### src/rtl/vector_pkg.sv
package vector_pkg;

  localparam int XLEN   = 64;
  localparam int APB_AW = 8;

  // Register byte addresses
  localparam logic [APB_AW-1:0] REG_BASE_LO = 8'h00;
  localparam logic [APB_AW-1:0] REG_BASE_HI = 8'h04;
  localparam logic [APB_AW-1:0] REG_CTRL    = 8'h08;
  localparam logic [APB_AW-1:0] REG_STATUS  = 8'h0C;
  localparam logic [APB_AW-1:0] REG_EXC_LO  = 8'h10;
  localparam logic [APB_AW-1:0] REG_EXC_HI  = 8'h14;
  localparam logic [APB_AW-1:0] REG_FCR_LO  = 8'h18;
  localparam logic [APB_AW-1:0] REG_FCR_HI  = 8'h1C;

  // Field layout and reset values
  localparam int          BASE_LSB      = 15;
  localparam logic [31:0] BASE_LO_MASK  = 32'hFFFF8000;
  localparam logic [31:0] WORD_RESET    = 32'h00000000;
  localparam logic [63:0] DWORD_RESET   = 64'h0000000000000000;
  localparam int          CTRL_HWE_BIT  = 0;
  localparam logic        HWE_RESET     = 1'b0;
  localparam int          ST_BUBBLE_BIT = 0;
  localparam int          ST_ILL_BIT    = 1;
  localparam int          ST_FCW_BIT    = 2;
  localparam int          ST_CAUSE_LSB  = 4;
  localparam int          ST_CAUSE_MSB  = 7;

  // Call function field decode
  localparam logic [1:0] MODE_KERNEL   = 2'h0;
  localparam logic [7:0] FUNC_PRIV_MAX = 8'h3F;
  localparam logic [7:0] FUNC_ILL_LO   = 8'h40;
  localparam logic [7:0] FUNC_ILL_HI   = 8'h7F;
  localparam logic [7:0] FUNC_MAX      = 8'hBF;
  localparam logic [1:0] CALL_PREFIX   = 2'h1;

  // Opcodes checked at issue
  localparam logic [5:0] OPC_RSV_LO = 6'h01;
  localparam logic [5:0] OPC_RSV_HI = 6'h07;
  localparam logic [5:0] OPC_HW_19  = 6'h19;
  localparam logic [5:0] OPC_HW_1B  = 6'h1B;
  localparam logic [5:0] OPC_HW_1D  = 6'h1D;
  localparam logic [5:0] OPC_HW_1E  = 6'h1E;
  localparam logic [5:0] OPC_HW_1F  = 6'h1F;

  // Entry offsets from the vector base
  localparam logic [14:0] OFF_PTE_MISS_3   = 15'h0100;
  localparam logic [14:0] OFF_PTE_MISS_4   = 15'h0180;
  localparam logic [14:0] OFF_FLOAT_DIS    = 15'h0200;
  localparam logic [14:0] OFF_MISALIGNED   = 15'h0280;
  localparam logic [14:0] OFF_DATA_MISS    = 15'h0300;
  localparam logic [14:0] OFF_DATA_FAULT   = 15'h0380;
  localparam logic [14:0] OFF_ILLEGAL_OPC  = 15'h0400;
  localparam logic [14:0] OFF_INSTR_VIOL   = 15'h0480;
  localparam logic [14:0] OFF_MACHINE_CHK  = 15'h0500;
  localparam logic [14:0] OFF_INSTR_MISS   = 15'h0580;
  localparam logic [14:0] OFF_ARITHMETIC   = 15'h0600;
  localparam logic [14:0] OFF_INTERRUPT    = 15'h0680;
  localparam logic [14:0] OFF_FLOAT_CTRL_W = 15'h0700;
  localparam logic [14:0] OFF_RESTART_WAKE = 15'h0780;

  typedef enum logic [3:0] {
    CAUSE_NONE             = 4'h0,
    CAUSE_PTE_MISS_3       = 4'h1,
    CAUSE_PTE_MISS_4       = 4'h2,
    CAUSE_FLOAT_DISABLED   = 4'h3,
    CAUSE_MISALIGNED       = 4'h4,
    CAUSE_DATA_MISS        = 4'h5,
    CAUSE_DATA_FAULT       = 4'h6,
    CAUSE_ILLEGAL_OPCODE   = 4'h7,
    CAUSE_INSTR_VIOLATION  = 4'h8,
    CAUSE_MACHINE_CHECK    = 4'h9,
    CAUSE_INSTR_MISS       = 4'hA,
    CAUSE_ARITHMETIC       = 4'hB,
    CAUSE_INTERRUPT        = 4'hC,
    CAUSE_FLOAT_CTRL_WRITE = 4'hD,
    CAUSE_RESTART_WAKE     = 4'hE
  } cause_t;

  typedef enum logic [0:0] {
    ST_IDLE   = 1'b0,
    ST_BUBBLE = 1'b1
  } call_state_t;

  typedef struct packed {
    logic            valid;
    logic [7:0]      func;
    logic [XLEN-1:0] next_pc;
  } call_req_t;

  typedef struct packed {
    logic            valid;
    cause_t          cause;
    logic [XLEN-1:0] ret_pc;
  } exc_req_t;

  typedef struct packed {
    logic            valid;
    logic [5:0]      opcode;
    logic            ext_precision;
    logic            unimpl_func;
    logic [XLEN-1:0] pc;
  } issue_chk_t;

  typedef struct packed {
    logic            valid;
    logic [XLEN-1:0] data;
    logic [XLEN-1:0] pc;
  } fcw_issue_t;

  typedef struct packed {
    logic            valid;
    logic            abort;
    logic [XLEN-1:0] target;
  } redirect_t;

  typedef struct packed {
    logic            valid;
    logic [XLEN-1:0] data;
  } word_push_t;

  function automatic logic [14:0] cause_offset(input cause_t c);
    logic [14:0] off;
    off = OFF_RESTART_WAKE;
    unique case (c)
      CAUSE_PTE_MISS_3:       off = OFF_PTE_MISS_3;
      CAUSE_PTE_MISS_4:       off = OFF_PTE_MISS_4;
      CAUSE_FLOAT_DISABLED:   off = OFF_FLOAT_DIS;
      CAUSE_MISALIGNED:       off = OFF_MISALIGNED;
      CAUSE_DATA_MISS:        off = OFF_DATA_MISS;
      CAUSE_DATA_FAULT:       off = OFF_DATA_FAULT;
      CAUSE_ILLEGAL_OPCODE:   off = OFF_ILLEGAL_OPC;
      CAUSE_INSTR_VIOLATION:  off = OFF_INSTR_VIOL;
      CAUSE_MACHINE_CHECK:    off = OFF_MACHINE_CHK;
      CAUSE_INSTR_MISS:       off = OFF_INSTR_MISS;
      CAUSE_ARITHMETIC:       off = OFF_ARITHMETIC;
      CAUSE_INTERRUPT:        off = OFF_INTERRUPT;
      CAUSE_FLOAT_CTRL_WRITE: off = OFF_FLOAT_CTRL_W;
      default:                off = OFF_RESTART_WAKE;
    endcase
    return off;
  endfunction : cause_offset

endpackage : vector_pkg

### src/rtl/call_entry_decode.sv
`timescale 1ns/1ps
module call_entry_decode
(
  input  wire logic [7:0]                  func,
  input  wire logic [1:0]                  current_mode_field,
  input  wire logic [vector_pkg::XLEN-1:0] privileged_vector_base,
  output logic                             illegal,
  output logic [vector_pkg::XLEN-1:0]      target
);

  logic [vector_pkg::XLEN-1:0] legal_target;

  // Illegal function codes and mode check
  always_comb
  begin
    illegal = ((func >= vector_pkg::FUNC_ILL_LO) && (func <= vector_pkg::FUNC_ILL_HI))
           || (func > vector_pkg::FUNC_MAX)
           || ((func <= vector_pkg::FUNC_PRIV_MAX)
               && (current_mode_field != vector_pkg::MODE_KERNEL));
  end

  // Entry point of a legal call
  always_comb
  begin
    legal_target = {privileged_vector_base[vector_pkg::XLEN-1:vector_pkg::BASE_LSB],
                    vector_pkg::CALL_PREFIX, func[7], func[5:0], 5'h00, 1'b1};
  end

  always_comb
  begin
    target = illegal
           ? {privileged_vector_base[vector_pkg::XLEN-1:vector_pkg::BASE_LSB],
              vector_pkg::OFF_ILLEGAL_OPC[14:1], 1'b1}
           : legal_target;
  end

endmodule : call_entry_decode

### src/rtl/privileged_entry_vector_logic.sv
`timescale 1ns/1ps
module privileged_entry_vector_logic
(
  input  wire logic                                     clock,
  input  wire logic                                     rst_n,
  input  wire logic                                     psel,
  input  wire logic                                     penable,
  input  wire logic                                     pwrite,
  input  wire logic [vector_pkg::APB_AW-1:0]            paddr,
  input  wire logic [31:0]                              pwdata,
  input  wire logic [3:0]                               pstrb,
  output logic [31:0]                                   prdata,
  output logic                                          pready,
  output logic                                          pslverr,
  input  wire vector_pkg::call_req_t                    call_req,
  input  wire vector_pkg::exc_req_t                     exc_req,
  input  wire vector_pkg::issue_chk_t                   issue_chk,
  input  wire vector_pkg::fcw_issue_t                   fcw_issue,
  input  wire logic                                     fcw_retire,
  input  wire logic [1:0]                               current_mode_field,
  input  wire logic                                     privileged_code_mode,
  output logic                                          fetch_idle,
  output vector_pkg::redirect_t                         redirect,
  output vector_pkg::word_push_t                        link_write,
  output vector_pkg::word_push_t                        ras_push,
  output logic [vector_pkg::XLEN-1:0]                   exc_return_addr,
  output logic [vector_pkg::XLEN-1:0]                   fcr_first,
  output logic [vector_pkg::XLEN-1:0]                   fcr_second
);

  logic [31:0]                 base_lo_q;
  logic [31:0]                 base_hi_q;
  logic                        hwe_q;
  logic [vector_pkg::XLEN-1:0] privileged_vector_base;
  vector_pkg::call_state_t     state_q;
  vector_pkg::call_state_t     state_d;
  logic [vector_pkg::XLEN-1:0] call_target_q;
  logic                        call_ill_q;
  logic                        call_ill;
  logic [vector_pkg::XLEN-1:0] call_target;
  logic                        call_take;
  logic                        opc_illegal;
  logic                        fcw_pend_q;
  logic [vector_pkg::XLEN-1:0] fcw_pc_q;
  logic                        exc_take;
  vector_pkg::cause_t          exc_cause;
  logic [14:0]                 exc_off;
  logic [vector_pkg::XLEN-1:0] exc_pc;
  vector_pkg::cause_t          last_cause_q;
  logic                        apb_wr;
  logic                        apb_rd;
  logic                        addr_hit;
  logic [31:0]                 rd_word;

  assign privileged_vector_base = {base_hi_q, base_lo_q};

  // Register bus slave, zero wait states
  assign apb_wr  = psel && penable && pwrite;
  assign apb_rd  = psel && penable && !pwrite;
  assign pready  = 1'b1;
  assign pslverr = psel && penable && !addr_hit;

  function automatic logic [31:0] lane_merge(input logic [31:0] old, input logic [31:0] nw,
                                             input logic [3:0] strb);
    logic [31:0] res;
    res = old;
    for (int i = 0; i < 4; i++)
    begin
      if (strb[i])
      begin
        res[i*8 +: 8] = nw[i*8 +: 8];
      end
    end
    return res;
  endfunction : lane_merge

  always_ff @(posedge clock)
  begin
    if (!rst_n)
    begin
      base_lo_q <= vector_pkg::WORD_RESET;
      base_hi_q <= vector_pkg::WORD_RESET;
      hwe_q     <= vector_pkg::HWE_RESET;
    end
    else if (apb_wr)
    begin
      if (paddr == vector_pkg::REG_BASE_LO)
      begin
        base_lo_q <= lane_merge(base_lo_q, pwdata, pstrb) & vector_pkg::BASE_LO_MASK;
      end
      if (paddr == vector_pkg::REG_BASE_HI)
      begin
        base_hi_q <= lane_merge(base_hi_q, pwdata, pstrb);
      end
      if ((paddr == vector_pkg::REG_CTRL) && pstrb[0])
      begin
        hwe_q <= pwdata[vector_pkg::CTRL_HWE_BIT];
      end
    end
  end

  always_comb
  begin
    addr_hit = 1'b1;
    rd_word  = vector_pkg::WORD_RESET;
    unique case (paddr)
      vector_pkg::REG_BASE_LO: rd_word = base_lo_q;
      vector_pkg::REG_BASE_HI: rd_word = base_hi_q;
      vector_pkg::REG_CTRL:    rd_word[vector_pkg::CTRL_HWE_BIT] = hwe_q;
      vector_pkg::REG_STATUS:
      begin
        rd_word[vector_pkg::ST_BUBBLE_BIT] = (state_q == vector_pkg::ST_BUBBLE);
        rd_word[vector_pkg::ST_ILL_BIT]    = call_ill_q;
        rd_word[vector_pkg::ST_FCW_BIT]    = fcw_pend_q;
        rd_word[vector_pkg::ST_CAUSE_MSB:vector_pkg::ST_CAUSE_LSB] = last_cause_q;
      end
      vector_pkg::REG_EXC_LO:  rd_word = exc_return_addr[31:0];
      vector_pkg::REG_EXC_HI:  rd_word = exc_return_addr[63:32];
      vector_pkg::REG_FCR_LO:  rd_word = fcr_second[31:0];
      vector_pkg::REG_FCR_HI:  rd_word = fcr_second[63:32];
      default:                 addr_hit = 1'b0;
    endcase
  end

  always_ff @(posedge clock)
  begin
    if (!rst_n)
    begin
      prdata <= vector_pkg::WORD_RESET;
    end
    else if (psel && !penable && !pwrite)
    begin
      prdata <= rd_word;
    end
  end

  // Call function decode
  call_entry_decode u_call_decode
  (
    .func                   (call_req.func),
    .current_mode_field     (current_mode_field),
    .privileged_vector_base (privileged_vector_base),
    .illegal                (call_ill),
    .target                 (call_target)
  );

  // Opcode legality at issue
  always_comb
  begin
    opc_illegal = issue_chk.valid &&
      (((issue_chk.opcode >= vector_pkg::OPC_RSV_LO) && (issue_chk.opcode <= vector_pkg::OPC_RSV_HI))
       || (((issue_chk.opcode == vector_pkg::OPC_HW_19) || (issue_chk.opcode == vector_pkg::OPC_HW_1B)
           || (issue_chk.opcode == vector_pkg::OPC_HW_1D) || (issue_chk.opcode == vector_pkg::OPC_HW_1E)
           || (issue_chk.opcode == vector_pkg::OPC_HW_1F))
           && (!privileged_code_mode || !hwe_q))
       || issue_chk.ext_precision || issue_chk.unimpl_func);
  end

  // Exception source selection: external, then opcode check, then float-control trap
  always_comb
  begin
    exc_take  = 1'b1;
    exc_cause = exc_req.cause;
    exc_pc    = exc_req.ret_pc;
    if (exc_req.valid && (exc_req.cause != vector_pkg::CAUSE_NONE))
    begin
      exc_cause = exc_req.cause;
    end
    else if (opc_illegal)
    begin
      exc_cause = vector_pkg::CAUSE_ILLEGAL_OPCODE;
      exc_pc    = issue_chk.pc;
    end
    else if (fcw_pend_q)
    begin
      exc_cause = vector_pkg::CAUSE_FLOAT_CTRL_WRITE;
      exc_pc    = fcw_pc_q;
    end
    else
    begin
      exc_take  = 1'b0;
    end
  end

  assign call_take = call_req.valid && (state_q == vector_pkg::ST_IDLE) && !exc_take;

  // Entry offset of the selected cause
  assign exc_off = vector_pkg::cause_offset(exc_cause);

  // Call sequencing
  always_comb
  begin
    state_d = state_q;
    unique case (state_q)
      vector_pkg::ST_IDLE:   state_d = call_take ? vector_pkg::ST_BUBBLE : vector_pkg::ST_IDLE;
      vector_pkg::ST_BUBBLE: state_d = vector_pkg::ST_IDLE;
    endcase
  end

  always_ff @(posedge clock)
  begin
    if (!rst_n)
    begin
      state_q       <= vector_pkg::ST_IDLE;
      call_target_q <= vector_pkg::DWORD_RESET;
      call_ill_q    <= 1'b0;
    end
    else
    begin
      state_q <= state_d;
      if (call_take)
      begin
        call_target_q <= call_target;
        call_ill_q    <= call_ill;
      end
    end
  end

  assign fetch_idle = (state_q == vector_pkg::ST_BUBBLE);

  // Fetch redirect, linkage write and return stack push
  always_ff @(posedge clock)
  begin
    if (!rst_n)
    begin
      redirect     <= '0;
      link_write   <= '0;
      ras_push     <= '0;
      last_cause_q <= vector_pkg::CAUSE_NONE;
    end
    else
    begin
      redirect   <= '0;
      link_write <= '0;
      ras_push   <= '0;
      if (exc_take)
      begin
        redirect.valid  <= 1'b1;
        redirect.abort  <= 1'b1;
        redirect.target <= {privileged_vector_base[vector_pkg::XLEN-1:vector_pkg::BASE_LSB],
                            exc_off[14:1], 1'b1};
        ras_push.valid  <= 1'b1;
        ras_push.data   <= exc_pc;
        last_cause_q    <= exc_cause;
      end
      else if (state_q == vector_pkg::ST_BUBBLE)
      begin
        redirect.valid  <= 1'b1;
        redirect.target <= call_target_q;
      end
      if (call_take)
      begin
        link_write.valid <= 1'b1;
        link_write.data  <= {call_req.next_pc[vector_pkg::XLEN-1:1], privileged_code_mode};
        ras_push.valid   <= 1'b1;
        ras_push.data    <= call_req.next_pc;
      end
    end
  end

  // Exception return address
  always_ff @(posedge clock)
  begin
    if (!rst_n)
    begin
      exc_return_addr <= vector_pkg::DWORD_RESET;
    end
    else if (exc_take)
    begin
      exc_return_addr <= exc_pc;
    end
  end

  // Float-control write latches and pending trap
  always_ff @(posedge clock)
  begin
    if (!rst_n)
    begin
      fcr_first  <= vector_pkg::DWORD_RESET;
      fcr_second <= vector_pkg::DWORD_RESET;
      fcw_pend_q <= 1'b0;
      fcw_pc_q   <= vector_pkg::DWORD_RESET;
    end
    else
    begin
      if (fcw_issue.valid)
      begin
        fcr_first  <= fcw_issue.data;
        fcw_pc_q   <= fcw_issue.pc;
        fcw_pend_q <= 1'b1;
      end
      else if (exc_take && (exc_cause == vector_pkg::CAUSE_FLOAT_CTRL_WRITE))
      begin
        fcw_pend_q <= 1'b0;
      end
      if (fcw_retire)
      begin
        fcr_second <= fcr_first;
      end
    end
  end
endmodule : privileged_entry_vector_logic

### config.mk
export PLATFORM = sky130hd
export DESIGN_NAME = privileged_entry_vector_logic
export DESIGN_NICKNAME = d
export VERILOG_FILES = /design/src/rtl/vector_pkg.sv /design/src/rtl/call_entry_decode.sv /design/src/rtl/privileged_entry_vector_logic.sv
export SDC_FILE = /design/constraint.sdc
export NUM_CORES = 1
export LEC_CHECK = 0
export ABC_CLOCK_PERIOD_IN_PS = 3700
export BUFFER_PORTS_ARGS = -buffer_cell sky130_fd_sc_hd__buf_2
export CAP_MARGIN = 5
export CORE_AREA = 2 2 316 318
export CTS_BUF_LIST = sky130_fd_sc_hd__clkbuf_4 sky130_fd_sc_hd__clkbuf_8
export CTS_CLUSTER_SIZE = 30
export DETAILED_ROUTE_END_ITERATION = 6
export DIE_AREA = 0 0 318 320
export PLACE_DENSITY_LB_ADDON = 0.3
export SYNTH_ARGS = -nofsm -noshare
export SYNTH_HDL_FRONTEND = slang
export SYNTH_SLANG_ARGS = --single-unit
### constraint.sdc
create_clock -name clock -period 3.7 [get_ports clock]
set_input_delay 0.37 -clock clock [delete_from_list [all_inputs] [get_ports clock]]
set_output_delay 0.37 -clock clock [all_outputs]
set_load 0.02 [all_outputs]
==> flow_metrics.tcl <==
set metrics [dict create \
    status "complete, no violations" \
    comb_power_share 0.137 \
    wl_met1_um 52900 \
    grt_pass1_wl_um 169000 \
    synth_top_area_share 0.527 \
    path_cells "dlygate4sd3_1, buf_2, nor4_2, nor2b_1, o21ai_0, inv_1, ha_1, mux2i_1, nand4_1, dlygate4sd3_1, o41ai_1, a221o_1" \
    post_drt_wl_per_cell_um 26.0 \
    pin_count 820 \
    grt.overflow.total 0 \
    cp.arrival_ns 3.83 \
    setup_viol 0 \
    worstPathMaxFanout 7 \
    cts_buffers 106 \
    drt_wl_total_um 123000 \
    synthTopCellsByArea "dfxtp_1 53%, mux2i_1 11%, nor2b_1 6.8%" \
    p_clk_frac 0.424 \
    die_area_um2 102000 \
    cap_violations 0 \
    antenna_found_initial 20 \
    fp.dieH_um 320 \
    start_kind "primary input" \
    timing.reg2reg.setup_slack_ns 0.52 \
    wl_met3_um 9030 \
    wl_met2_um 58500 \
    fin_cells 4738 \
    leakagePower_uw 0.0159 \
    path_common_cell "dlygate4sd3_1" \
    synthFlopType "dfxtp_1" \
    switching_share 0.285 \
    coreArea_um2 98000 \
    rsz0062_at_grt "no" \
    num_rows 115 \
    tritoncts "yes" \
    drtPass1Iterations 6 \
    syn_area_um2 22500 \
    drc_errors 0 \
    vias_per_cell 4.68 \
    port_buffers 812 \
    power_switching_uw 4570 \
    pre_cts_ws_ns 0.559 \
    regArea_um2 11900 \
    clk_latency_ns 0.77 \
    dp_hpwl_um 92600 \
    synth_top_area_cell "dfxtp_1" \
    ctsLongestPathBuffers 3 \
    fin_ws_ns 0.513 \
    fill_cells 9984 \
    num_vias 22200 \
    ctsHtreeMaxLevel 3 \
    grtUsageTotal 0.233 \
    crit_path_end_kind "flop" \
    path_buf_inv 4 \
    fp.dieW_um 318 \
    synth_area_per_cell_um2 10.4 \
    worst_pin_slew_ns 1.41 \
    antenna_left 0 \
    slew_headroom 0.0628 \
    synth_seq_cells 593 \
    netlist_instances 2162 \
    yosysMostFrequentCell "dfxtp_1" \
    synth_cell_type_count 49 \
    hold_viol 0 \
    grt_pass1_vias 22100 \
    synthTopCellsByCount "593 x dfxtp_1, 247 x mux2i_1, 244 x nor2b_1" \
    routed.top_layer "met5" \
    grt_max_degree 165 \
    cts.sinks 593 \
    synthArstFlopShare 0 \
    syn2layout_area_growth_pct 52.9 \
    seqPwrFrac 0.438 \
    yosysWarnings 0 \
    cp_slowest_cell "dlygate4sd3_1" \
    max_stage_delay_ns 0.56 \
    layout.nets 3755 \
    clk_pin_slew_ns 0.06 \
    p_per_area_nw_per_um2 465 \
    yosysSeqAreaShare 0.527 \
    holdCritPathClass "in -> reg" \
    tns_ns 0 \
    fin_skew_ns 0.0472 \
    clock-root-buffer "clkbuf_8" \
    crit_required_ns 4.34 \
    p_int_uw 11400 \
    start_util 0.230 \
    period_needed_ns 3.19 \
    path_class "in -> reg" \
    peakVddDrop_v 0.000359 \
    slew_violations 0 \
    drive_above_1_share 0.313 \
    total_power_uw 16000 \
    gp_routability_congestion 0.875 \
    fin_crit_sh 0.861 \
    fmax_mhz 314 \
    critPathTopFamily "buffers and inverters" \
    multi_input_area_um2 9840 \
    place_inst 4116 \
    synth-edff-count 0 \
    drtIter0Drc 1885 \
    postCtsSetupRepairBufs 0 \
]
[sequential cells by signal, summed over array words and instances, names as in the netlist, 4 cells and up]
signal / cells
base_hi_q: 32
base_lo_q: 17
call_target_q: 58
exc_return_addr: 64
fcr_first: 64
fcr_second: 64
fcw_pc_q: 64
last_cause_q: 4
link_write: 65
prdata: 32
ras_push: 65
redirect: 60
[layout by cell type (no fill, tap or decap), types with 7 or more instances in the layout]
master and count:
buf_12 12, nor2_1 9, a222oi_1 15, a21oi_1 98
o2bb2ai_1 8, a221o_1 67, o21ai_0 39, mux2i_1 247
diode_2 12, dfxtp_1 592, a21boi_1 23, a22o_1 75
a22oi_1 15, a21boi_0 34, a221oi_1 32, mux2_2 11
nor2b_1 244, and2_1 9, clkinv_2 13, conb_1 7
clkbuf_8 132, nand2_1 182, clkbuf_4 36, nand3_1 71
dlygate4sd3_1 415, a211o_1 63, and3_1 81, buf_4 29
buf_2 809
[metrics by stage]
| step | hold slack (ns) | area (µm²) | util |
|---|---|---|---|
| floorplan | 0.427 | 22500 | - |
| global placement | 0.440 | 27900 | 0.285 |
| detailed placement | 0.445 | 27900 | 0.285 |
| CTS | 0.000659 | 34400 | 0.351 |
| global route | 0.0588 | 34400 | 0.351 |
| finish | 0.0935 | 34400 | 0.351 |
[repair_timing]
item | CTS | global route
gates resized for setup | 0 | 0
endpoints found under the hold margin | 385 | 0
hold buffers | 415 | 0
[kinds of logic after synthesis]
group | count (synthesis) | share of synthesized area
DFF | 593 | 0.527
AOI/OAI and AO/OA | 487 | 0.167
adders and majority gates | 6 | 0.00334
buffers and inverters | 197 | 0.0385
muxes | 258 | 0.115
other | 2 | 0.000334
and+or+nand+nor | 619 | 0.148
[worst min-delay path, delay by kind of cell]
family,cells,cell delay [ns]
compound gates,2,0.31
buf+inv,1,0.07
simple gates,1,0.06
[layout make-up]
type | count | area share
flip-flops and latches | 593 | 0.345
multi-input cells | 1377 | 0.286
repair buffers | 1267 | 0.252
clock buffers | 167 | 0.0602
well taps | 1287 | 0.0468
clock inverters | 28 | 0.00814
diodes | 12 | 0.000872
inverters | 7 | 0.000763
[power groups by stage]
| stage | logic [µW] | clock network [µW] | registers, µW |
|---|---|---|---|
| final | 2200 | 6790 | 7020 |
| after global routing | 2330 | 7240 | 7040 |
| after CTS | 2200 | 6960 | 7030 |
| after detailed placement | 1810 | 0 | 7170 |
| after global placement | 1800 | 0 | 7170 |
| after floorplan | 713 | 0 | 7200 |
[final timing paths]
kind,start,endpoint,cells after the start
hold / removal,issue_chk[44],exc_return_addr[44],4
setup reg to reg,hwe_q,redirect[8],10
setup / recovery,exc_req[64],redirect[8],12
hold reg to reg,call_target_q[24],call_target_q[24],2
[routing by layer]
layer,up-vias,global-route usage
li1,10200,-
met1,10800,0.297
met2,1018,0.392
met3,161,0.0559
met4,8,0.0621
met5,-,0
(Power assumes the default switching activity.)
